`src/inc/status_model_pkg.sv`:
```
`default_nettype none
package status_model_pkg;

    // Interface instances: 0 bus, 1 usb, 2..3 network sessions
    localparam int unsigned NUM_IFACE = 4;
    localparam int unsigned IFACE_W   = 2;
    localparam int unsigned RELAY_W   = 16;

    // Event flag positions
    localparam int unsigned EV_POWER_ON  = 7;
    localparam int unsigned EV_USER_REQ  = 6;
    localparam int unsigned EV_CMD_ERR   = 5;
    localparam int unsigned EV_EXEC_ERR  = 4;
    localparam int unsigned EV_DEV_ERR   = 3;
    localparam int unsigned EV_QUERY_ERR = 2;
    localparam int unsigned EV_REQ_CTRL  = 1;
    localparam int unsigned EV_OP_DONE   = 0;

    // Status byte positions
    localparam int unsigned SB_OPER     = 7;
    localparam int unsigned SB_MASTER   = 6;
    localparam int unsigned SB_EV_SUM   = 5;

    // Reset values and fixed reply codes
    localparam logic [7:0] EVENT_RESET  = 8'h80;
    localparam logic [7:0] MASK_RESET   = 8'h00;
    localparam logic [7:0] OPC_REPLY    = 8'h01;
    localparam logic [7:0] TEST_PASS    = 8'h00;
    localparam logic [7:0] IDENT_CODE   = 8'h5A; // Arbitrary value

    // Common command codes
    typedef enum logic [3:0] {
        CMD_IDN, CMD_RST, CMD_TST, CMD_CLS, CMD_ESE_SET, CMD_ESE_GET,
        CMD_ESR_GET, CMD_SRE_SET, CMD_SRE_GET, CMD_STB_GET, CMD_OPC_SET,
        CMD_OPC_GET, CMD_TRG, CMD_SAV, CMD_RCL, CMD_OPT_GET
    } cmd_e;

endpackage
`default_nettype wire

```
`src/design/common_command_status.sv`:
```
`default_nettype none
module common_command_status
    import status_model_pkg::*;
(
    input  wire logic               clk_sys,
    input  wire logic               resetn,
    input  wire logic               cmd_valid,
    input  wire logic [IFACE_W-1:0] cmd_iface,
    input  wire logic [3:0]         cmd_code,
    input  wire logic [7:0]         cmd_arg,
    input  wire logic               cmd_malformed,
    input  wire logic               query_err,
    input  wire logic               dev_err,
    input  wire logic [NUM_IFACE-1:0] oper_summary,
    input  wire logic [RELAY_W-1:0] relay_state,
    input  wire logic               options_present,
    input  wire logic               nv_busy,
    input  wire logic               nv_fail,
    input  wire logic [RELAY_W-1:0] nv_rdata,
    output logic                    reply_valid,
    output logic [IFACE_W-1:0]      reply_iface,
    output logic [7:0]              reply_data,
    output logic                    nv_write,
    output logic                    nv_read,
    output logic [RELAY_W-1:0]      nv_wdata,
    output logic                    relay_load,
    output logic [RELAY_W-1:0]      relay_wdata,
    output logic                    trigger_pulse,
    output logic                    reset_pulse
);

    ////////////////////////////////////////////////////////////////////////
    // Command decode

    // One-hot select of the addressed interface
    function automatic logic [NUM_IFACE-1:0] iface_sel(input logic [IFACE_W-1:0] idx);
        iface_sel = '0;
        iface_sel[idx] = 1'b1;
    endfunction

    logic                 go;
    logic                 is_err;
    logic [NUM_IFACE-1:0] hit;
    cmd_e                 cmd;

    assign cmd    = cmd_e'(cmd_code);
    assign go     = cmd_valid && !cmd_malformed;
    assign is_err = cmd_valid && cmd_malformed;
    assign hit    = iface_sel(cmd_iface);

    ////////////////////////////////////////////////////////////////////////
    // Per-interface status sets

    logic [7:0] ev_w   [NUM_IFACE];
    logic [7:0] ese_w  [NUM_IFACE];
    logic [7:0] sre_w  [NUM_IFACE];
    logic [7:0] sb_w   [NUM_IFACE];
    logic       exec_err_p;
    logic                 nv_write_q;
    logic                 nv_read_q;
    logic [RELAY_W-1:0]   nv_wdata_q;
    logic [IFACE_W-1:0]   nv_iface_q;
    logic                 relay_load_q;
    logic [RELAY_W-1:0]   relay_wdata_q;
    logic                 trigger_q;
    logic                 reset_q;
    logic                 do_sav;
    logic                 do_rcl;

    // Save fails on storage error
    assign exec_err_p = nv_write_q && nv_fail;

    genvar gi;
    generate
        for (gi = 0; gi < NUM_IFACE; gi++) begin : g_iface
            iface_status_regs u_regs (
                .clk_sys      (clk_sys),
                .resetn       (resetn),
                .set_cmd_err  (is_err && hit[gi]),
                .set_exec_err (exec_err_p && (nv_iface_q == IFACE_W'(gi))),
                .set_dev_err  (dev_err),
                .set_query_err(query_err && hit[gi]),
                .set_op_done  (go && hit[gi] && cmd == CMD_OPC_SET),
                .clear_events (go && hit[gi] && cmd == CMD_CLS),
                .read_clear   (go && hit[gi] && cmd == CMD_ESR_GET),
                .load_ese     (go && hit[gi] && cmd == CMD_ESE_SET),
                .load_sre     (go && hit[gi] && cmd == CMD_SRE_SET),
                .wdata        (cmd_arg),
                .oper_summary (oper_summary[gi]),
                .events       (ev_w[gi]),
                .ese          (ese_w[gi]),
                .sre          (sre_w[gi]),
                .status_byte  (sb_w[gi])
            );
        end
    endgenerate

    ////////////////////////////////////////////////////////////////////////
    // Reply selection

    logic       is_query;
    logic [7:0] reply_d;

    assign is_query = go && (cmd inside {CMD_IDN, CMD_TST, CMD_ESE_GET, CMD_ESR_GET, CMD_SRE_GET,
                                         CMD_STB_GET, CMD_OPC_GET, CMD_OPT_GET});

    always_comb begin
        unique case (cmd)
            CMD_IDN:     reply_d = IDENT_CODE;
            CMD_TST:     reply_d = TEST_PASS;
            CMD_ESE_GET: reply_d = ese_w[cmd_iface];
            CMD_ESR_GET: reply_d = ev_w[cmd_iface];
            CMD_SRE_GET: reply_d = sre_w[cmd_iface];
            CMD_STB_GET: reply_d = sb_w[cmd_iface];
            CMD_OPC_GET: reply_d = OPC_REPLY;
            CMD_OPT_GET: reply_d = {7'b000_0000, options_present};
            default:     reply_d = 8'h00;
        endcase
    end

    logic                 reply_valid_q;
    logic [IFACE_W-1:0]   reply_iface_q;
    logic [7:0]           reply_data_q;

    // Registered reply, one cycle after the command
    always_ff @(posedge clk_sys or negedge resetn) begin
        if (!resetn) begin
            reply_valid_q <= 1'b0;
            reply_iface_q <= '0;
            reply_data_q  <= 8'h00;
        end else begin
            reply_valid_q <= is_query;
            reply_iface_q <= cmd_iface;
            reply_data_q  <= is_query ? reply_d : 8'h00;
        end
    end

    ////////////////////////////////////////////////////////////////////////
    // Storage, trigger and reset actions

    // Save and recall go ahead only while storage is idle
    assign do_sav = go && cmd == CMD_SAV && !nv_busy;
    assign do_rcl = go && cmd == CMD_RCL && !nv_busy;

    always_ff @(posedge clk_sys or negedge resetn) begin
        if (!resetn) begin
            nv_write_q    <= 1'b0;
            nv_read_q     <= 1'b0;
            nv_wdata_q    <= '0;
            nv_iface_q    <= '0;
            relay_load_q  <= 1'b0;
            relay_wdata_q <= '0;
            trigger_q     <= 1'b0;
            reset_q       <= 1'b0;
        end else begin
            nv_write_q   <= do_sav;
            nv_read_q    <= do_rcl;
            relay_load_q <= nv_read_q;
            trigger_q    <= go && cmd == CMD_TRG;
            reset_q      <= go && cmd == CMD_RST;
            if (do_sav || do_rcl) begin
                nv_iface_q <= cmd_iface;
            end
            if (do_sav) begin
                nv_wdata_q <= relay_state;
            end
            if (nv_read_q) begin
                relay_wdata_q <= nv_rdata;
            end
        end
    end

    assign reply_valid   = reply_valid_q;
    assign reply_iface   = reply_iface_q;
    assign reply_data    = reply_data_q;
    assign nv_write      = nv_write_q;
    assign nv_read       = nv_read_q;
    assign nv_wdata      = nv_wdata_q;
    assign relay_load    = relay_load_q;
    assign relay_wdata   = relay_wdata_q;
    assign trigger_pulse = trigger_q;
    assign reset_pulse   = reset_q;
endmodule
`default_nettype wire

```
`src/design/iface_status_regs.sv`:
```
`default_nettype none
module iface_status_regs
    import status_model_pkg::*;
(
    input  wire logic       clk_sys,
    input  wire logic       resetn,
    input  wire logic       set_cmd_err,
    input  wire logic       set_exec_err,
    input  wire logic       set_dev_err,
    input  wire logic       set_query_err,
    input  wire logic       set_op_done,
    input  wire logic       clear_events,
    input  wire logic       read_clear,
    input  wire logic       load_ese,
    input  wire logic       load_sre,
    input  wire logic [7:0] wdata,
    input  wire logic       oper_summary,
    output logic      [7:0] events,
    output logic      [7:0] ese,
    output logic      [7:0] sre,
    output logic      [7:0] status_byte
);

    logic [7:0] events_q;
    logic [7:0] events_d;
    logic [7:0] set_vec;
    logic [7:0] ese_q;
    logic [7:0] sre_q;
    logic       ev_sum;
    logic [7:0] sb_low;

    // Flags that hardware raises this cycle
    assign set_vec = {1'b0, 1'b0, set_cmd_err, set_exec_err, set_dev_err,
                      set_query_err, 1'b0, set_op_done};
    // Set beats clear; user and control bits forced zero
    assign events_d = ((read_clear || clear_events) ? 8'h00 : events_q) | set_vec;

    // Summaries
    assign ev_sum = |(events_q & ese_q);
    assign sb_low = {oper_summary, 1'b0, ev_sum, 5'b0_0000};

    // Event, enable and service masks
    always_ff @(posedge clk_sys or negedge resetn) begin
        if (!resetn) begin
            events_q <= EVENT_RESET;
            ese_q    <= MASK_RESET;
            sre_q    <= MASK_RESET;
        end else begin
            events_q <= events_d;
            if (load_ese) begin
                ese_q <= wdata;
            end
            if (load_sre) begin
                sre_q <= wdata;
            end
        end
    end

    assign events      = events_q;
    assign ese         = ese_q;
    assign sre         = sre_q;
    assign status_byte = sb_low | {1'b0, |(sb_low & sre_q & 8'hBF), 6'b00_0000};

endmodule
`default_nettype wire

```
`config.mk`:
```
export PLATFORM = sky130hd
export DESIGN_NAME = common_command_status
export DESIGN_NICKNAME = d
export VERILOG_FILES = /design/src/inc/status_model_pkg.sv /design/src/design/common_command_status.sv /design/src/design/iface_status_regs.sv
export SDC_FILE = /design/constraint.sdc
export NUM_CORES = 1
export LEC_CHECK = 0
export BUFFER_PORTS_ARGS = -buffer_cell sky130_fd_sc_hd__buf_4
export CAP_MARGIN = 20
export CELL_PAD_IN_SITES_DETAIL_PLACEMENT = 0
export CELL_PAD_IN_SITES_GLOBAL_PLACEMENT = 1
export CORE_ASPECT_RATIO = 0.75
export CORE_MARGIN = 2
export CORE_UTILIZATION = 46
export DETAILED_ROUTE_END_ITERATION = 6
export HOLD_SLACK_MARGIN = 0.08
export PLACE_DENSITY_LB_ADDON = 0.3
export SLEW_MARGIN = 20
export SYNTH_ARGS = -nofsm -noshare
export SYNTH_HDL_FRONTEND = slang
export SYNTH_SLANG_ARGS = --single-unit
```
`constraint.sdc`:
```
create_clock -name clk_sys -period 2.2 [get_ports clk_sys]
set_input_delay 0.33 -clock clk_sys [delete_from_list [all_inputs] [get_ports clk_sys]]
set_output_delay 0.33 -clock clk_sys [all_outputs]
set_load 0.1 [all_outputs]
```
# Word level (Yosys, flattened, before mapping)

Cells that the tools add are included.

Register bits after elaboration: 146
Input bits: 59
Output and inout port bits: 48
Logic and storage cells: 146

Magnitude comparators: 3
Equality and inequality tests: 18
Mux-type cells: 20
Bitwise logic cells: 17
Reduce and logical (&&, ||, !) cells: 65

Operators with widths:

| cell               | number |
|---|---|
| $mux 8             | 13 |
| $and 8x8->8        | 8 |
| $bmux 8 s2         | 4 |
| $pmux 8 s7         | 1 |
| $logic_and 1x1->1  | 47 |
| $eq 4x4->1 const B | 8 |
| $or 8x6->8         | 4 |
| $or 8x7->8         | 4 |
| $reduce_or 8->1    | 4 |
| $reduce_or 7->1    | 4 |
| $eq 4x3->1 const B | 4 |
| $eq 4x2->1 const B | 2 |
| $reduce_bool 8->1  | 1 |
| $logic_or 1x1->1   | 5 |
| $eq 2x2->1 const B | 2 |
| $eq 4x1->1 const B | 1 |
| $logic_not 4->1    | 1 |
| $ge 3x3->1 const B | 1 |
| $lt 2x3->1 const B | 1 |
| $not 2->3          | 1 |
| $demux 1 s2        | 1 |
| $eq 2x1->1 const B | 1 |
| $ge 2x1->1 const B | 1 |
| $logic_not 1->1    | 2 |
| 2 further kinds    | 2 |

# Longest topological paths before layout

Depth after elaboration: 10
Depth in mapped cells: 7
Mapped depth without buffers: 5

# Cells and area by module

Synthesis repeated with hierarchy kept, for this count alone.

Cell total of the unflattened synthesis: 483
Area, all modules: 6,787.8 sq um

Modules (own cells, without submodules):

| module                | times used | cells each | area each (sq um) | seq. area each (sq um) |
|---|---|---|---|---|
| iface_status_regs     | 4          | 62         | 917.1             | 551.8 |
| common_command_status | 1          | 235        | 3,119.2           | 1,251.2 |

# Least setup slack after synthesis

OpenSTA, ideal clock, no wires.

Path type: register to register
Start: reg nv_read_q, in the netlist nv_read
End: reg relay_wdata_q[10], in the netlist relay_wdata[10]
Setup time: 0.125 ns
Arrival time: 1.959 ns
Data required time: 2.075 ns
Path slack: 0.116 ns
Cell stages (with the launch flop): 4
Buffers on the path: 2
Period minus slack after synthesis: 2.084 ns
Cell sequence: dfrtp_1 -> clkbuf_1 -> buf_1 -> mux2_2

RTL lines:

| what                     | line                         | text |
|---|---|---|
| start: declaration       | common_command_status.sv:60  | `logic nv_read_q;` |
| start signal: assignment | common_command_status.sv:157 | `nv_read_q <= do_rcl;` |
| end signal: assignment   | common_command_status.sv:168 | `relay_wdata_q <= nv_rdata;` |
| end: declaration         | common_command_status.sv:64  | `logic [RELAY_W-1:0] relay_wdata_q;` |

No word-level cell between the ends.

# Final worst setup path

Start: reg g_iface[2].u_regs.ese_q[0]
End: reg reply_data_q[0], in the netlist reply_data[0]

Word-level cells in the longest chain between the ends: 5

RTL lines:

| what                                       | line                         | text |
|---|---|---|
| start: declaration                         | iface_status_regs.sv:27      | `logic [7:0] ese_q;` |
| start signal: assignment                   | iface_status_regs.sv:51      | `ese_q <= wdata;` |
| $bmux 8 s2                                 | common_command_status.sv:111 | `CMD_ESE_GET: reply_d = ese_w[cmd_iface];` |
| $mux 8 (not written as such) (2 in series) | common_command_status.sv:111 |  |
| $pmux 8 s7                                 | common_command_status.sv:108 | `unique case (cmd)` |
| $mux 8                                     | common_command_status.sv:134 | `reply_data_q <= is_query ? reply_d : 8'h00;` |
| end signal: assignment                     | common_command_status.sv:134 |  |
| end: declaration                           | common_command_status.sv:123 | `logic [7:0] reply_data_q;` |

Every way passes these cells. The select of a mux whose other input is x is not followed.
A chain may end at the register's enable or synchronous reset.

==> reports/qor.yml <==
cells_and_area:
  drive_gt1_share_pct: 47.7
  area_delta_synth_final_pct: 25.6
  antenna_cells: 0
  n_fill_cell: 1047
  utilization_pct: 59.7
  nets: 629
  finalInstanceArea_um2: 7820
synthesis:
  synth_area_leader_cell: "dfrtp_1"
  netlist_instances: 443
  yosys-top-cells-area: "dfrtp_1 54%, mux2_2 15%, mux4_2 8.3%, mux2_4 2.2%, a22oi_1 2.0%"
  async_flop_share_pct: 100
  yosys.area.top_type_share_pct: 53.8
  synth-simple-area-share_pct: 8.02
  ys_seq_area_share_pct: 55.5
  syn-num-nets: 502
  dominantRegCellSynth: "dfrtp_1"
  synthMuxAreaShare_pct: 26.2
  synth_xor_area_share_pct: 0.141
  yosys_warnings: 0
  syn_area_um2: 6230
  synth_seq_cells: 138
  syn_area_per_cell_um2: 14.1
  synth_cell_types: 47
  synth_compound_area_share_pct: 8.14
  yosysMostFrequentCell: "dfrtp_1"
  synth.cells.most_frequent: "134 x dfrtp_1, 83 x mux2_2, 28 x nand2_1"
  synth_top_family_by_area: "multiplexers"
  synth_edf_count: 0
  synth_adder_area_share_pct: 0
timing:
  fin_skew_ps: 8.83
  max_freq_mhz: 578
  rsz0062_at_grt: "false"
  finalMaxSlewViolations: 0
  period_share_pct: 78.6
  final_hold_viol_count: 0
  fin_crit_ps: 1730
  worst_hold_slack_ps: 134
  fin_tns_setup_ps: 0
  setup_violations: 0
  worst_pin_slew_ps: 1070
  slew_headroom_pct: 28.1
place:
  portBuffers: 106
  placed_cell_area_um2: 7290
  hpwl_um: 11800
  gp_congestion: 0.900
detailed_routing:
  vias_per_cell: 5.84
  routed_wl_um: 16200
  drt.antenna.violating_nets: 0
  drtIter0Drc: 260
  firstDrtPassIters: 5
  wl_per_cell_um: 21.4
  drc: 0
  vias: 4403
clock_tree:
  cts.reportedPaths.clkPinSlew_ps: 50
  clock_path_buffers: 2
  cts_sinks: 138
  tritoncts: "yes"
  clockRootBuffer: "clkbuf_16"
  htree_levels: 4
  worstSkewPairLatency_ps: 420
  cts_setup_buffers: 0
  cts_buffers: 17
  cts-resized-gates: 0
global_route:
  grtUsageMet1_pct: 33.8
  grt_remaining_overflow: 0
  met3_usage_pct: 8.89
  antenna_found_initial: 0
  grt_pass1_wl_um: 25700
  busiest_layer: "met1"
  grt_use_met2_pct: 33.6
  track_usage_pct: 23.5
  grt_max_degree: 51
  first_global_vias: 4556
worst_hold_path:
  hold_class: "in -> reg"
  hold_depth: 2
worst_setup_path:
  endpoint_kind: "flip-flop"
  reg2reg_slack_ps: 470
  startpoint_type: "flip-flop"
  cp.depth: 4
  slowest_stage: "mux4_2"
  worstSetupPathType: "reg -> reg"
  crit_family: "compound AO/OA/AOI/OAI gates"
  worstPathMaxFanout: 3
  cpPeakStageDelay_ps: 500
  rr_worst_depth: 4
  crit_buf_inv: 0
  arrival_ps: 1980
  cp_data_required_time_ps: 2450
  worstPathCellList: "mux4_2 > a32o_1 > a222oi_1 > nor2_1"
pwr:
  p_leak_nw: 3.67
  peakVddDrop_uv: 579
  cellPowerDensity_nw_per_um2: 875
floorplanning:
  die_y_um: 105
  coreArea_um2: 13100
  ios: 107
  initial_core_util_pct: 47.5
  rows: 36
  die_area_um2: 14500
  dieWidth_um: 138
status:
  run_status: "completed"
run:
  drv_cap: 0
through the flow:
| stage | worst slack, ps | total power (W) | instances |
|---|---|---|---|
| floorplan | 116 | 0.00389 | 443 |
| global placement | 130 | 0.00431 | 721 |
| detailed placement | 166 | 0.00434 | 721 |
| CTS | 478 | 0.00690 | 754 |
| global route | 423 | 0.00712 | 754 |
| finish | 471 | 0.00685 | 754 |
layer usage:
layer	up-vias	part of all wire, %	wire length [um]
met4	0	1.1	172
li1	1916	-	-
met1	2297	46	7390
met2	173	45	7290
met5	-	0	0
met3	17	8.1	1310
logic make-up (layout without fill, tap and decap cells):
logic type	after synthesis	count (layout)
multiplexers	119	119
flip-flops	138	138
AND/OR/NAND/NOR	90	90
buffers and inverters	20	160
AO/OA/AOI/OAI	75	75
XOR/XNOR	1	1
timing repair:
action                     4_1_cts  5_1_grt
setup endpoints to repair        0        0
hold endpoints to repair        37        0
hold buffers                     1        0
sequential cells by signal, summed over array words and instances (netlist names):
name                   count
relay_wdata               16
nv_write                   1
reply_valid                1
g_iface.u_regs.events     24
relay_load                 1
reply_iface                2
g_iface.u_regs.ese        32
nv_wdata                  16
reply_data                 8
trigger_pulse              1
reset_pulse                1
nv_read                    1
g_iface.u_regs.sre        32
nv_iface_q                 2
cells in the final DEF, fill, tap and decap left out, types with 5 or more instances in the layout:
cell,instances
o21ai_0,16
a22oi_1,17
and2_1,7
dfrtp_1,134
mux4_2,23
a21oi_1,14
mux2_4,9
a31oi_1,5
clkbuf_16,17
clkbuf_1,8
nand3_1,7
nand2b_1,6
buf_4,120
mux2_2,83
nand2_1,28
a22o_1,6
nor2_1,16
layout make-up:
type                       count  area [um2]  share of cell area [%]
clock inverter                 3        15.0                   0.192
clock buffer                  29         510                    6.53
sequential                   138        3460                    44.2
timing repair buffer         124         962                    12.3
inverter                       4        15.0                   0.192
multi-input combinational    285        2650                    33.8
tap                          171         214                    2.74
report_power, final:
part	switching [W]	total, W	leakage (nW)	internal, W
clock network	0.000987	0.00254	0.259	0.00156
registers	0.000153	0.00291	1.80	0.00275
logic	0.000944	0.00140	1.61	0.000454
final timing paths:
kind,startpoint,end
setup reg to reg,g_iface[2].u_regs.ese[0],reply_data[0]
min in group asynchronous,resetn,relay_wdata[5]
setup / recovery,g_iface[2].u_regs.ese[0],reply_data[0]
max in group asynchronous,resetn,nv_wdata[12]
hold / removal,dev_err,g_iface[2].u_regs.events[3]
hold reg to reg,g_iface[3].u_regs.sre[0],g_iface[3].u_regs.sre[0]
worst reg2reg max path: stages (launching register included):
cell and delay [ps]:
dfrtp_1 400, mux4_2 500, a32o_1 220, a222oi_1 360, nor2_1 90
Power figures use the tool's default switching activity.
